File: src/rtl/vsc_defs.svh
// constants of the serial voltage command decoder
// Operation
// - decode read commands returning data and set commands changing setpoint or power state
// - on own address a read is acknowledged then register contents returned
// - every fast or slow setpoint or power state set command addressed here with good parity is acknowledged
// - pointer command loads scratch index; data command writes the register it selects
// - parity errors never reject pointer or data commands
// - fast setpoint ramps output to target at 20 mV per microsecond
// - slow setpoint ramps output to target at 5 mV per microsecond
// - power state held in a readable register, updated by power state command
// - applied voltage code held readable, follows the latest accepted setpoint and is loaded from the boot voltage register when output is enabled
// - register read returns whichever register index the master names
// - factory trim command is not offered to users
// - decaying setpoint command is unsupported
// - margin offset pushing setpoint above 1.52 V or below 0 V is not acknowledged
// - readable maker, model, revision and protocol version registers
// - bus errors recorded in a status register, previous read contents kept separately
// - measured output current of both rails is readable
// - fast and slow ramp rates readable from dedicated registers
// - programmed boot voltage register replaces built-in startup setpoint
// - limits for output voltage, output current and temperature held in registers
// - fourteen individual addresses plus two all-call addresses, individual one strapped
`ifndef VSC_DEFS_SVH
`define VSC_DEFS_SVH
`define VSC_CLK_NS      10
`define VSC_STEP_MV     5
`define VSC_FAST_MV_US  20
`define VSC_SLOW_MV_US  5
`define VSC_FAST_CYC    ((`VSC_STEP_MV * 1000) / (`VSC_FAST_MV_US * `VSC_CLK_NS))
`define VSC_SLOW_CYC    ((`VSC_STEP_MV * 1000) / (`VSC_SLOW_MV_US * `VSC_CLK_NS))
`define VSC_IDLE_CYC    64
`define VSC_FRAME_BITS  18
`define VSC_ALLCALL_A   4'hE
`define VSC_ALLCALL_B   4'hF
`define VSC_CMD_FAST    5'h01
`define VSC_CMD_SLOW    5'h02
`define VSC_CMD_DECAY   5'h03
`define VSC_CMD_PS      5'h04
`define VSC_CMD_GET     5'h07
`define VSC_CMD_PTR     5'h08
`define VSC_CMD_DATA    5'h09
`define VSC_CMD_TRIM    5'h1F
`define VSC_IX_MAKER    8'h00
`define VSC_IX_MODEL    8'h01
`define VSC_IX_REV      8'h02
`define VSC_IX_PROTO    8'h05
`define VSC_IX_CAP      8'h06
`define VSC_IX_STAT1    8'h10
`define VSC_IX_STAT2    8'h11
`define VSC_IX_TEMP     8'h12
`define VSC_IX_CUR0     8'h15
`define VSC_IX_CUR1     8'h16
`define VSC_IX_S2PREV   8'h1C
`define VSC_IX_ICCMAX   8'h21
`define VSC_IX_TEMPMAX  8'h22
`define VSC_IX_SRFAST   8'h24
`define VSC_IX_SRSLOW   8'h25
`define VSC_IX_VBOOT    8'h26
`define VSC_IX_VOUTMAX  8'h30
`define VSC_IX_VID      8'h31
`define VSC_IX_PSTATE   8'h32
`define VSC_IX_OFFSET   8'h33
`define VSC_IX_MULTI    8'h34
`define VSC_IX_PTR      8'h35
// identity values are arbitrary
`define VSC_MAKER_ID    8'h5A
`define VSC_MODEL_ID    8'h3C
`define VSC_REV_ID      8'h01
`define VSC_PROTO_ID    8'h01
`define VSC_CAP_DEF     8'h81
`define VSC_VBOOT_DEF   8'h97
`define VSC_VOUTMAX_DEF 8'hFF
`define VSC_ICCMAX_DEF  8'h64
`define VSC_TEMPMAX_DEF 8'h64
`define VSC_CTRL_DEF    8'h01
`define VSC_BE_PARITY   0
`define VSC_BE_UNSUP    1
`define VSC_BE_RANGE    2
`define VSC_CTRL_EN     0
`define VSC_AXI_CTRL    8'h00
`define VSC_AXI_CURR    8'h04
`define VSC_AXI_STAT    8'h08
`define VSC_AXI_BERR    8'h0C
`define VSC_RESP_OKAY   2'h0
`define VSC_RESP_SLVERR 2'h2
`endif

File: src/rtl/vsc_pkg.sv
// types of the serial voltage command decoder
package vsc_pkg;
   typedef enum logic [2:0] {
      LS_IDLE = 3'h0,
      LS_RX   = 3'h1,
      LS_ACK  = 3'h3,
      LS_TX   = 3'h2,
      LS_END  = 3'h6
   } vsc_link_st_t;

   typedef struct packed {
      logic [3:0] addr;
      logic [4:0] cmd;
      logic [7:0] data;
      logic       par;
   } vsc_frame_t;

   typedef struct packed {
      logic [5:0]   sync1;
      logic [5:0]   sync2;
      logic         clk_prev;
      vsc_link_st_t st;
      logic [4:0]   bitcnt;
      logic [16:0]  sh;
      logic [6:0]   idle;
      logic         rd;
      logic [7:0]   txd;
      logic         out;
      logic         oe;
      logic [7:0]   ptr;
      logic [7:0]   vid;
      logic [7:0]   pstate;
      logic [7:0]   offset;
      logic [7:0]   iccmax;
      logic [7:0]   tempmax;
      logic [7:0]   vboot;
      logic [7:0]   voutmax;
      logic [7:0]   multi;
      logic [7:0]   berr;
      logic [7:0]   berr_prev;
      logic [7:0]   dac;
      logic [7:0]   rcnt;
      logic         fast;
      logic         en_prev;
      logic [7:0]   ctrl;
      logic [7:0]   cur0;
      logic [7:0]   cur1;
      logic [7:0]   temp;
      logic [7:0]   awaddr;
      logic         aw_have;
      logic [31:0]  wdata;
      logic [3:0]   wstrb;
      logic         w_have;
      logic         awready;
      logic         wready;
      logic         bvalid;
      logic [1:0]   bresp;
      logic         arready;
      logic         rvalid;
      logic [31:0]  rdata;
      logic [1:0]   rresp;
   } vsc_state_t;
endpackage

File: src/rtl/vsc_decoder.sv
// serial voltage command decoder with an axi4-lite side port
//
// The implementer's own choices: register access over AXI4-Lite and the placing of the registers.
`timescale 1ns/1ps
`default_nettype none
`include "vsc_defs.svh"
module vsc_decoder (
   input  wire logic        ref_clk,
   input  wire logic        reset_n,
   input  wire logic        vclk_pin,
   input  wire logic        vdio_in,
   output var  logic        vdio_out,
   output var  logic        vdio_oe,
   input  wire logic [3:0]  addr_strap,
   output var  logic [7:0]  dac_code,
   output var  logic [7:0]  power_state,
   input  wire logic        s_axi_awvalid,
   output var  logic        s_axi_awready,
   input  wire logic [7:0]  s_axi_awaddr,
   input  wire logic        s_axi_wvalid,
   output var  logic        s_axi_wready,
   input  wire logic [31:0] s_axi_wdata,
   input  wire logic [3:0]  s_axi_wstrb,
   output var  logic        s_axi_bvalid,
   input  wire logic        s_axi_bready,
   output var  logic [1:0]  s_axi_bresp,
   input  wire logic        s_axi_arvalid,
   output var  logic        s_axi_arready,
   input  wire logic [7:0]  s_axi_araddr,
   output var  logic        s_axi_rvalid,
   input  wire logic        s_axi_rready,
   output var  logic [31:0] s_axi_rdata,
   output var  logic [1:0]  s_axi_rresp
);
   logic [1:0]             rst_sync_q;
   logic                   rst_n;
   vsc_pkg::vsc_state_t    q;
   vsc_pkg::vsc_state_t    d;
   vsc_pkg::vsc_frame_t    fr;
   logic                   rise;
   logic                   fall;
   logic                   fe;
   logic                   own;
   logic                   hit;
   logic                   par_ok;
   logic                   cfg;
   logic                   known;
   logic                   wr_ok;
   logic                   off_ok;
   logic                   take;
   logic [9:0]             sum;
   logic [7:0]             tgt;
   logic                   step;
   logic [7:0]             reload;

   always_ff @(posedge ref_clk or negedge reset_n) begin
      if (!reset_n) begin
         rst_sync_q <= 2'b00;
      end else begin
         rst_sync_q <= {rst_sync_q[0], 1'b1};
      end
   end
   assign rst_n = rst_sync_q[1];

   // signed margin added to a code; bits 9:8 non-zero means outside 0 V .. 1.52 V
   function automatic logic [9:0] eff(input logic [7:0] v, input logic [7:0] o);
      eff = {2'b00, v} + {{2{o[7]}}, o};
   endfunction

   function automatic logic [7:0] rd_reg(input logic [7:0] ix);
      case (ix)
         `VSC_IX_MAKER:   rd_reg = `VSC_MAKER_ID;
         `VSC_IX_MODEL:   rd_reg = `VSC_MODEL_ID;
         `VSC_IX_REV:     rd_reg = `VSC_REV_ID;
         `VSC_IX_PROTO:   rd_reg = `VSC_PROTO_ID;
         `VSC_IX_CAP:     rd_reg = `VSC_CAP_DEF;
         `VSC_IX_STAT1:   rd_reg = {7'h00, q.dac != tgt};
         `VSC_IX_STAT2:   rd_reg = q.berr;
         `VSC_IX_TEMP:    rd_reg = q.temp;
         `VSC_IX_CUR0:    rd_reg = q.cur0;
         `VSC_IX_CUR1:    rd_reg = q.cur1;
         `VSC_IX_S2PREV:  rd_reg = q.berr_prev;
         `VSC_IX_ICCMAX:  rd_reg = q.iccmax;
         `VSC_IX_TEMPMAX: rd_reg = q.tempmax;
         `VSC_IX_SRFAST:  rd_reg = 8'(`VSC_FAST_MV_US);
         `VSC_IX_SRSLOW:  rd_reg = 8'(`VSC_SLOW_MV_US);
         `VSC_IX_VBOOT:   rd_reg = q.vboot;
         `VSC_IX_VOUTMAX: rd_reg = q.voutmax;
         `VSC_IX_VID:     rd_reg = q.vid;
         `VSC_IX_PSTATE:  rd_reg = q.pstate;
         `VSC_IX_OFFSET:  rd_reg = q.offset;
         `VSC_IX_MULTI:   rd_reg = q.multi;
         `VSC_IX_PTR:     rd_reg = q.ptr;
         default:         rd_reg = 8'h00;
      endcase
   endfunction

   // vclk and vdio pass sync1 then sync2; only sync2 and clk_prev feed logic
   assign rise   = q.sync2[0] & ~q.clk_prev;
   assign fall   = ~q.sync2[0] & q.clk_prev;
   assign fr     = {q.sh, q.sync2[1]};
   assign fe     = rise && (q.st == vsc_pkg::LS_IDLE || q.st == vsc_pkg::LS_RX)
                   && q.bitcnt == 5'(`VSC_FRAME_BITS - 1);
   assign own    = fr.addr == q.sync2[5:2];
   assign hit    = own || fr.addr == `VSC_ALLCALL_A || fr.addr == `VSC_ALLCALL_B;
   assign par_ok = ~^fr;
   assign cfg    = fr.cmd == `VSC_CMD_PTR || fr.cmd == `VSC_CMD_DATA;
   // trim and decaying setpoint fall outside this list and are never acknowledged
   assign known  = fr.cmd == `VSC_CMD_FAST || fr.cmd == `VSC_CMD_SLOW || fr.cmd == `VSC_CMD_PS
                   || fr.cmd == `VSC_CMD_GET || cfg;
   assign wr_ok  = q.ptr == `VSC_IX_ICCMAX || q.ptr == `VSC_IX_TEMPMAX || q.ptr == `VSC_IX_VBOOT
                   || q.ptr == `VSC_IX_VOUTMAX || q.ptr == `VSC_IX_OFFSET || q.ptr == `VSC_IX_MULTI;
   assign off_ok = eff(q.vid, fr.data) < 10'h100;
   assign take   = hit && (par_ok || cfg) && known
                   && !(fr.cmd == `VSC_CMD_GET && !own)
                   && !(fr.cmd == `VSC_CMD_DATA && (!wr_ok || (q.ptr == `VSC_IX_OFFSET && !off_ok)));
   assign sum    = eff(q.vid, q.offset);
   // a later setpoint may push past the margin window; clamp instead of wrapping
   assign tgt    = sum[9] ? 8'h00 : (sum[8] ? 8'hFF : sum[7:0]);
   assign step   = q.ctrl[`VSC_CTRL_EN] && q.dac != tgt && q.rcnt == 8'h00;
   assign reload = q.fast ? 8'(`VSC_FAST_CYC - 1) : 8'(`VSC_SLOW_CYC - 1);

   always_comb begin
      d          = q;
      d.sync1    = {addr_strap, vdio_in, vclk_pin};
      d.sync2    = q.sync1;
      d.clk_prev = q.sync2[0];

      // link framing; a quiet link drops back to idle so framing resyncs
      if (q.st != vsc_pkg::LS_IDLE) begin
         if (rise) begin
            d.idle = 7'h00;
         end else if (q.idle == 7'(`VSC_IDLE_CYC - 1)) begin
            d.st     = vsc_pkg::LS_IDLE;
            d.oe     = 1'b0;
            d.bitcnt = 5'h00;
         end else begin
            d.idle = q.idle + 7'h01;
         end
      end
      unique case (q.st)
         vsc_pkg::LS_IDLE, vsc_pkg::LS_RX: begin
            if (rise) begin
               d.sh     = {q.sh[15:0], q.sync2[1]};
               d.bitcnt = q.bitcnt + 5'h01;
               d.st     = vsc_pkg::LS_RX;
               d.idle   = 7'h00;
            end
         end
         vsc_pkg::LS_ACK: begin
            if (fall) begin
               if (q.bitcnt == 5'h00) begin
                  d.oe     = 1'b1;
                  d.out    = 1'b1;
                  d.bitcnt = 5'h01;
               end else if (q.rd) begin
                  d.out    = q.txd[7];
                  d.bitcnt = 5'h07;
                  d.st     = vsc_pkg::LS_TX;
               end else begin
                  d.oe = 1'b0;
                  d.st = vsc_pkg::LS_END;
               end
            end
         end
         vsc_pkg::LS_TX: begin
            if (fall) begin
               if (q.bitcnt == 5'h00) begin
                  d.oe = 1'b0;
                  d.st = vsc_pkg::LS_END;
               end else begin
                  d.out    = q.txd[3'(q.bitcnt - 5'h01)];
                  d.bitcnt = q.bitcnt - 5'h01;
               end
            end
         end
         vsc_pkg::LS_END: begin
         end
         default: begin
            d.st = vsc_pkg::LS_IDLE;
            d.oe = 1'b0;
         end
      endcase

      // output ramp, one code step per interval; code 0 means off
      d.en_prev = q.ctrl[`VSC_CTRL_EN];
      if (q.ctrl[`VSC_CTRL_EN] && !q.en_prev) begin
         d.vid = q.vboot;
      end
      if (!q.ctrl[`VSC_CTRL_EN]) begin
         d.dac  = 8'h00;
         d.rcnt = reload;
      end else if (q.dac == tgt) begin
         d.rcnt = reload;
      end else if (step) begin
         d.dac  = (q.dac < tgt) ? q.dac + 8'h01 : q.dac - 8'h01;
         d.rcnt = reload;
      end else begin
         d.rcnt = q.rcnt - 8'h01;
      end

      // command execution at the last frame bit
      if (fe) begin
         if (take) begin
            d.st     = vsc_pkg::LS_ACK;
            d.bitcnt = 5'h00;
            d.rd     = fr.cmd == `VSC_CMD_GET;
            unique case (fr.cmd)
               `VSC_CMD_FAST: begin
                  d.vid  = fr.data;
                  d.fast = 1'b1;
                  d.rcnt = 8'(`VSC_FAST_CYC - 1);
               end
               `VSC_CMD_SLOW: begin
                  d.vid  = fr.data;
                  d.fast = 1'b0;
                  d.rcnt = 8'(`VSC_SLOW_CYC - 1);
               end
               `VSC_CMD_PS:  d.pstate = fr.data;
               `VSC_CMD_PTR: d.ptr = fr.data;
               `VSC_CMD_DATA: begin
                  case (q.ptr)
                     `VSC_IX_ICCMAX:  d.iccmax = fr.data;
                     `VSC_IX_TEMPMAX: d.tempmax = fr.data;
                     `VSC_IX_VBOOT:   d.vboot = fr.data;
                     `VSC_IX_VOUTMAX: d.voutmax = fr.data;
                     `VSC_IX_OFFSET:  d.offset = fr.data;
                     `VSC_IX_MULTI:   d.multi = fr.data;
                     default: begin
                     end
                  endcase
               end
               `VSC_CMD_GET: begin
                  d.txd = rd_reg(fr.data);
                  if (fr.data == `VSC_IX_STAT2) begin
                     d.berr_prev = q.berr;
                     d.berr      = 8'h00;
                  end
               end
               default: begin
               end
            endcase
         end else begin
            d.st = vsc_pkg::LS_END;
         end
         // error bits are set after any clear above, so a new error is never lost
         if (hit && !par_ok && !cfg) begin
            d.berr[`VSC_BE_PARITY] = 1'b1;
         end
         if (hit && !known) begin
            d.berr[`VSC_BE_UNSUP] = 1'b1;
         end
         if (hit && fr.cmd == `VSC_CMD_DATA && q.ptr == `VSC_IX_OFFSET && !off_ok) begin
            d.berr[`VSC_BE_RANGE] = 1'b1;
         end
      end

      // axi4-lite slave, one write and one read outstanding
      if (s_axi_awvalid && q.awready) begin
         d.awaddr  = s_axi_awaddr;
         d.aw_have = 1'b1;
      end
      if (s_axi_wvalid && q.wready) begin
         d.wdata  = s_axi_wdata;
         d.wstrb  = s_axi_wstrb;
         d.w_have = 1'b1;
      end
      if (q.aw_have && q.w_have && !q.bvalid) begin
         d.aw_have = 1'b0;
         d.w_have  = 1'b0;
         d.bvalid  = 1'b1;
         d.bresp   = `VSC_RESP_OKAY;
         case (q.awaddr)
            `VSC_AXI_CTRL: begin
               if (q.wstrb[0]) d.ctrl = q.wdata[7:0];
            end
            `VSC_AXI_CURR: begin
               if (q.wstrb[0]) d.cur0 = q.wdata[7:0];
               if (q.wstrb[1]) d.cur1 = q.wdata[15:8];
               if (q.wstrb[2]) d.temp = q.wdata[23:16];
            end
            `VSC_AXI_STAT, `VSC_AXI_BERR: begin
            end
            default: d.bresp = `VSC_RESP_SLVERR;
         endcase
      end else if (q.bvalid && s_axi_bready) begin
         d.bvalid = 1'b0;
      end
      d.awready = !d.aw_have && !d.bvalid;
      d.wready  = !d.w_have && !d.bvalid;

      if (s_axi_arvalid && q.arready) begin
         d.rvalid = 1'b1;
         d.rresp  = `VSC_RESP_OKAY;
         case (s_axi_araddr)
            `VSC_AXI_CTRL: d.rdata = {24'h000000, q.ctrl};
            `VSC_AXI_CURR: d.rdata = {8'h00, q.temp, q.cur1, q.cur0};
            `VSC_AXI_STAT: d.rdata = {q.pstate, q.dac, q.vid, 5'h00, q.st};
            `VSC_AXI_BERR: d.rdata = {16'h0000, q.berr_prev, q.berr};
            default: begin
               d.rdata = 32'h00000000;
               d.rresp = `VSC_RESP_SLVERR;
            end
         endcase
      end else if (q.rvalid && s_axi_rready) begin
         d.rvalid = 1'b0;
      end
      d.arready = !d.rvalid;
   end

   always_ff @(posedge ref_clk or negedge rst_n) begin
      if (!rst_n) begin
         q         <= '0;
         q.vboot   <= `VSC_VBOOT_DEF;
         q.voutmax <= `VSC_VOUTMAX_DEF;
         q.iccmax  <= `VSC_ICCMAX_DEF;
         q.tempmax <= `VSC_TEMPMAX_DEF;
         q.ctrl    <= `VSC_CTRL_DEF;
      end else begin
         q <= d;
      end
   end

   assign vdio_out      = q.out;
   assign vdio_oe       = q.oe;
   assign dac_code      = q.dac;
   assign power_state   = q.pstate;
   assign s_axi_awready = q.awready;
   assign s_axi_wready  = q.wready;
   assign s_axi_bvalid  = q.bvalid;
   assign s_axi_bresp   = q.bresp;
   assign s_axi_arready = q.arready;
   assign s_axi_rvalid  = q.rvalid;
   assign s_axi_rdata   = q.rdata;
   assign s_axi_rresp   = q.rresp;

   // cycles since the last ramp step, saturating
   logic [7:0] gap_q;
   always_ff @(posedge ref_clk or negedge rst_n) begin
      if (!rst_n) begin
         gap_q <= 8'hFF;
      end else if (step) begin
         gap_q <= 8'h01;
      end else if (gap_q != 8'hFF) begin
         gap_q <= gap_q + 8'h01;
      end
   end
endmodule // vsc_decoder
`default_nettype wire

File: config.mk
export PLATFORM = sky130hd
export DESIGN_NAME = vsc_decoder
export DESIGN_NICKNAME = d
export VERILOG_FILES = /design/src/rtl/vsc_pkg.sv /design/src/rtl/vsc_decoder.sv
export VERILOG_INCLUDE_DIRS = /design/src /design/src/rtl
export SDC_FILE = /design/constraint.sdc
export NUM_CORES = 1
export LEC_CHECK = 0
export BUFFER_PORTS_ARGS = -buffer_cell sky130_fd_sc_hd__buf_2
export CORE_MARGIN = 2
export CORE_UTILIZATION = 50
export CTS_BUF_LIST = sky130_fd_sc_hd__clkbuf_2 sky130_fd_sc_hd__clkbuf_4 sky130_fd_sc_hd__clkbuf_8
export CTS_CLUSTER_SIZE = 25
export DETAILED_ROUTE_END_ITERATION = 6
export GPL_TIMING_DRIVEN = 0
export HOLD_SLACK_MARGIN = 0.08
export PLACE_DENSITY = 0.68
export SETUP_SLACK_MARGIN = 0.3
export SLEW_MARGIN = 20
export SYNTH_ARGS = -nofsm -noshare
export SYNTH_HDL_FRONTEND = slang
export SYNTH_SLANG_ARGS = --single-unit
File: constraint.sdc
create_clock -name ref_clk -period 10.4 [get_ports ref_clk]
set_input_delay 2.6 -clock ref_clk [delete_from_list [all_inputs] [get_ports ref_clk]]
set_output_delay 2.6 -clock ref_clk [all_outputs]
set_load 0.02 [all_outputs]
# Word-level counts from Yosys, hierarchy flattened
# Cells that the tools add are included.
dict set report op_classes {
  order_cmp 3
  multipliers 0
  n_bitwise 4
  add_sub_neg 8
  muxes 76
  reduce_logical 103
  div_mod_pow 0
  shifts 0
  eq_ne 56
}
# cell count
set op_table {}
lappend op_table {{$mux 8} 22}
lappend op_table {{$pmux 8 s21} 1}
lappend op_table {{$mux 80} 2}
lappend op_table {{$eq 8x6->1 const B} 17}
lappend op_table {{$pmux 32 s4} 1}
lappend op_table {{$eq 8x5->1 const B} 6}
lappend op_table {{$mux 48} 1}
lappend op_table {{$reduce_and 4->1} 10}
lappend op_table {{$mux 7} 5}
lappend op_table {{$eq 8x3->1 const B} 4}
lappend op_table {{$eq 8x4->1 const B} 4}
lappend op_table {{$logic_not 8->1} 4}
lappend op_table {{$mux 16} 2}
lappend op_table {{$mux 32} 1}
lappend op_table {{$logic_and 1x1->1} 27}
lappend op_table {{$reduce_and 3->1} 8}
lappend op_table {{$reduce_bool 2->1} 11}
lappend op_table {{$add 9x8->10} 2}
lappend op_table {{$mux 5} 4}
lappend op_table {{$mux 1} 19}
lappend op_table {{$mux 9} 2}
lappend op_table {{$pmux 9 s2} 1}
lappend op_table {{$reduce_xnor 18->1} 1}
lappend op_table {{$sub 8x1->8 const B} 2}
lappend op_table {{45 further kinds} 93}
dict set report word_totals {
  mem_bits_rw 0
  in_bits 65
  register_bits 264
  word_cells 296
  latchBits 0
  n_memories 0
  romBits 0
}

# Depth between registers and ports, before layout
dict set report logic_depth {
  word_depth 14
  depth_mapped 24
  depth_no_buf 24
}

# Worst setup path after synthesis
# No wires, ideal clock.
dict set report synth_path {
  kind {register to register}
  start {register q[209] (netlist bit)}
  end {register q, in the netlist dac_code[7]}
  arrival_ns 4.819
  period_less_slack_ns 4.899
  path_buffers 0
  path_stages_with_launch 24
  path_slack_ns 5.501
  setup_ns 0.079
  cell_sequence {dfrtp_1 ha_1 fa_1 a21o_1 a21oi_1 nor2b_1 o21a_1 o41ai_1 xnor2_1 o21ai_0 ha_1 nor2b_1 o21a_1 o21ai_0 a21oi_1 nand2b_1 ha_1 a21o_1 a21oi_1 o21ai_0 o41ai_1 o21ai_0 a21oi_1 mux2i_1}
}
dict set report synth_via {
  elab_chain_len 8
}
# item line_no
set synth_lines {}
lappend synth_lines {{start, declared} vsc_decoder.sv:37} ;# vsc_pkg::vsc_state_t q;
lappend synth_lines {{$add 9x8->10 *} vsc_decoder.sv:67} ;# eff = {2'b00, v} + {{2{o[7]}}, o};
lappend synth_lines {{$mux 8} vsc_decoder.sv:119} ;# assign tgt = sum[9] ? 8'h00 : (sum[8] ? 8'hFF : sum[7:0]);
lappend synth_lines {{$mux 8 *} vsc_decoder.sv:119}
lappend synth_lines {{$lt 8x8->1 / $ne 8x8->1 (equally long branches)} {vsc_decoder.sv:196, vsc_decoder.sv:120}}
lappend synth_lines {{$mux 8 / $logic_and 1x1->1 (equally long branches)} {vsc_decoder.sv:196, vsc_decoder.sv:120}}
lappend synth_lines {{$mux 8 / $logic_and 1x1->1 (equally long branches)} {vsc_decoder.sv:195, vsc_decoder.sv:120}}
lappend synth_lines {{$mux 8 / $ne 2x1->1 (equally long branches)} -}
lappend synth_lines {{$mux 16 / $reduce_and 2->1 (equally long branches)} -}
# Mark *: on every way between the ends. The rest lies on a longest branch, timed or not. The select of a mux whose other input is x is not followed.
# A chain may end at the register's enable or synchronous reset.

# Worst setup path in the final report
dict set report layout_path {
  start {register q[210] (netlist bit)}
  end {register q, in the netlist dac_code[7]}
}
# Same word-level chain as after synthesis.

==> results.yml <==
critical_path:
  required_ps: 10880
  criticalPathCategory: "reg2reg"
  cp_max_fo: 8
  reg2regPathDepth: 22
  worstPathArrival_ps: 6270
  endpoint_kind: "flop"
  cp-start-kind: "flop"
  regToRegSetupSlack_ps: 4610
  rr_startpoint: "q[210]$_DFF_PN0_"
  r2r-end: "dac_code[7]$_DFFE_PN0P_"
drt:
  num_vias: 10700
  vias_per_cell: 5.726
  drtIter0Drc: 852
  drc_errors: 0
  ant_nets: 0
  drt_wl_total_um: 38520
  wire_per_inst_um: 20.62
  first_pass_iters: 7
cells_and_area:
  utilization_pct: 58.02
  drive_above_1_share_pct: 29.87
  num_antenna_cells: 0
  areaGrowthSynthToFinish_pct: 14.71
  fillers: 2446
  layout.nets: 1565
  fin_area_um2: 16030
place:
  place.gp.congestion: 0.9992
  dpl_cell_area_um2: 15120
  hpwl_um: 28200
  port_buffers: 111
clock_network:
  clkTransAtPathRegs_ps: 60
  clock-sinks: 262
  h-tree-depth: 2
  cts_tree: "yes"
  cts_resized: 0
  holdBufCountCts: 0
  clockRootBuffer: "clkbuf_8"
  clock_latency_ps: 580
  cts_setup_buffers: 0
  cts_buffer_depth: 3
  cts_buffers: 45
hold_path:
  whs_endpoint: "q[273]$_DFF_PN0_"
  hold_class: "reg2reg"
  holdPathStages: 0
  worstHoldStart: "d[273]$_DFF_PN0_"
synth:
  synth_area_per_cell_um2: 10.78
  yosys_warnings: 0
  yosys-top-cells-count: "dfrtp_1, mux2_2, nand2_1"
  synth_edf_count: 0
  seq_area_frac_synth_pct: 47.09
  synth_ff_type: "dfrtp_1"
  synth_area_leaders: "dfrtp_1, mux2_2, dfstp_2"
  yosysMostFrequentCell: "dfrtp_1"
  syn_inst: 1296
  async_reset_ff_share_pct: 100.0
  synth_area_leader_cell: "dfrtp_1"
  synth-seq-cells: 262
  syn-cell-area_um2: 13980
  synth_cell_types: 79
  synth_top_area_share_pct: 43.33
pwr:
  power.internal_mw: 2.064
  p_leak_nw: 7.499
  comb_power_share_pct: 30.7
  powerDensity_nw_per_um2: 202.0
  total_power_mw: 3.238
  irDropWorstVdd_uv: 160.1
  pwr-share-seq_pct: 40.0
  netSwitchingPower_mw: 1.174
  p_sw_share_pct: 36.26
  clkPwrFrac_pct: 29.3
floorplan:
  die_y_um: 171.2
  rows: 61
  ios: 124
  initial_core_util_pct: 50.58
  die_x_um: 171.2
  dieArea_um2: 29300
  coreArea_um2: 27630
global_route:
  grt_max_degree: 58
  grt_pass1_wl_um: 59860
  grt_overflow_total: 0
  antenna_found_initial: 1
  grt_pass1_vias: 10620
  grt_use_total_pct: 26.86
sta:
  fin_crit_ps: 5791
  timing.slew.headroom_pct: 32.05
  fin_worst_skew_ps: 27.84
  tightest_slew_ps: 1005
  fin_crit_sh_pct: 55.68
  max_freq_mhz: 172.7
  rsz0062_at_grt: "no"
  slew_viol_final: 0
  fin_setup_tns_ps: 0
  hold_slack_ps: 350.1
  hold_viol_final: 0
  setup_viol: 0
job:
  maxCapViolations: 0
status:
  status: "finished clean"
placed cells by master (no fill, tap or decap), types with 24 or more instances in the layout:
master / instances
a21oi_1: 58
a22oi_1: 28
buf_2: 114
buf_4: 53
clkbuf_1: 56
clkbuf_8: 55
dfrtp_1: 241
ha_1: 39
inv_1: 30
mux2_2: 144
mux2i_1: 33
nand2_1: 112
nand3_1: 24
nor2_1: 63
nor3_1: 24
o21ai_0: 80
xnor2_1: 28
per-stage QoR:
step	setup slack, ps	cells
after floorplan	2593	1297
after global placement	-350.4	1786
after detailed placement	4678	1790
after CTS	4659	1868
after global routing	4198	1868
final	4609	1868
state kept, by name, indices dropped and copies added (netlist names):
signal / flops
d: 8
dac_code: 8
fr: 18
power_state: 8
q: 177
rst_sync_q: 2
s_axi_arready: 1
s_axi_awready: 1
s_axi_bresp: 1
s_axi_bvalid: 1
s_axi_rdata: 32
s_axi_rresp: 1
s_axi_rvalid: 1
s_axi_wready: 1
vdio_oe: 1
vdio_out: 1
power by group through the flow:
stage	logic (mW)	clock network [mW]	registers, mW
after floorplan	0.687	0	1.29
after global placement	0.942	0	1.32
after detailed placement	0.976	0	1.31
after CTS	0.979	0.972	1.29
after global routing	1.08	1.02	1.32
final	0.995	0.949	1.29
cell type report:
cell class / count / area, um2 / share of cell area (%)
tap: 378 / 473.0 / 2.950
timing repair buffer: 115 / 665.6 / 4.152
clock inverter: 12 / 70.07 / 0.4371
multi-input combinational: 883 / 6618 / 41.28
clock buffer: 66 / 839.6 / 5.237
sequential: 262 / 6585 / 41.08
inverter: 30 / 112.6 / 0.7024
buffer: 122 / 668.1 / 4.168
worst max path at each step:
stage	end	start	slack [ps]	cells after the start
3_3_place_gp	s_axi_rdata[31]$_DFFE_PN0P_	rst_sync_q[1]$_DFF_PN0_	-350	0
6_report	dac_code[7]$_DFFE_PN0P_	q[210]$_DFF_PN0_	4610	22
5_1_grt	dac_code[7]$_DFFE_PN0P_	q[210]$_DFF_PN0_	4200	21
2_1_floorplan	d[268]$_DFF_PN0_	rst_sync_q[1]$_DFF_PN0_	2590	0
4_1_cts	dac_code[7]$_DFFE_PN0P_	q[210]$_DFF_PN0_	4660	22
3_5_place_dp	dac_code[7]$_DFFE_PN0P_	q[210]$_DFF_PN0_	4680	22
critical path, stage by stage (launching register included):
cell and delay, ps:
dfrtp_1 620, ha_1 320, a21o_1 150, a21oi_1 210, o21bai_1 110, a2111oi_0 600, o41ai_1 150, xnor2_1 430
o21ai_0 180, ha_1 320, nor2b_1 140, o21a_1 160, o21ai_0 160, a21oi_1 120, nand2b_1 290, ha_1 340
a21o_1 170, a21oi_1 220, o21ai_0 160, o41ai_1 300, o21ai_0 150, a21oi_1 220, mux2i_1 200
cell families after synthesis:
logic type / count (synthesis) / synth area share [%]
adders and majority gates: 41 / 3.778
buffers and inverters: 152 / 5.586
and+or+nand+nor: 333 / 12.36
other: 2 / 0.05374
muxes: 203 / 16.52
AOI/OAI and AO/OA: 261 / 11.92
xor gates and xnor gates: 42 / 2.686
DFF: 262 / 47.09
layer usage:
metal,part of all wire [%],GRT usage [%],vias to the layer above
met1,44,36.72,5299
met2,45,41.48,387
li1,-,-,4932
met3,7.5,6.972,78
met4,3.5,9.727,0
met5,0,0,-
Power figures use the tool's default switching activity.
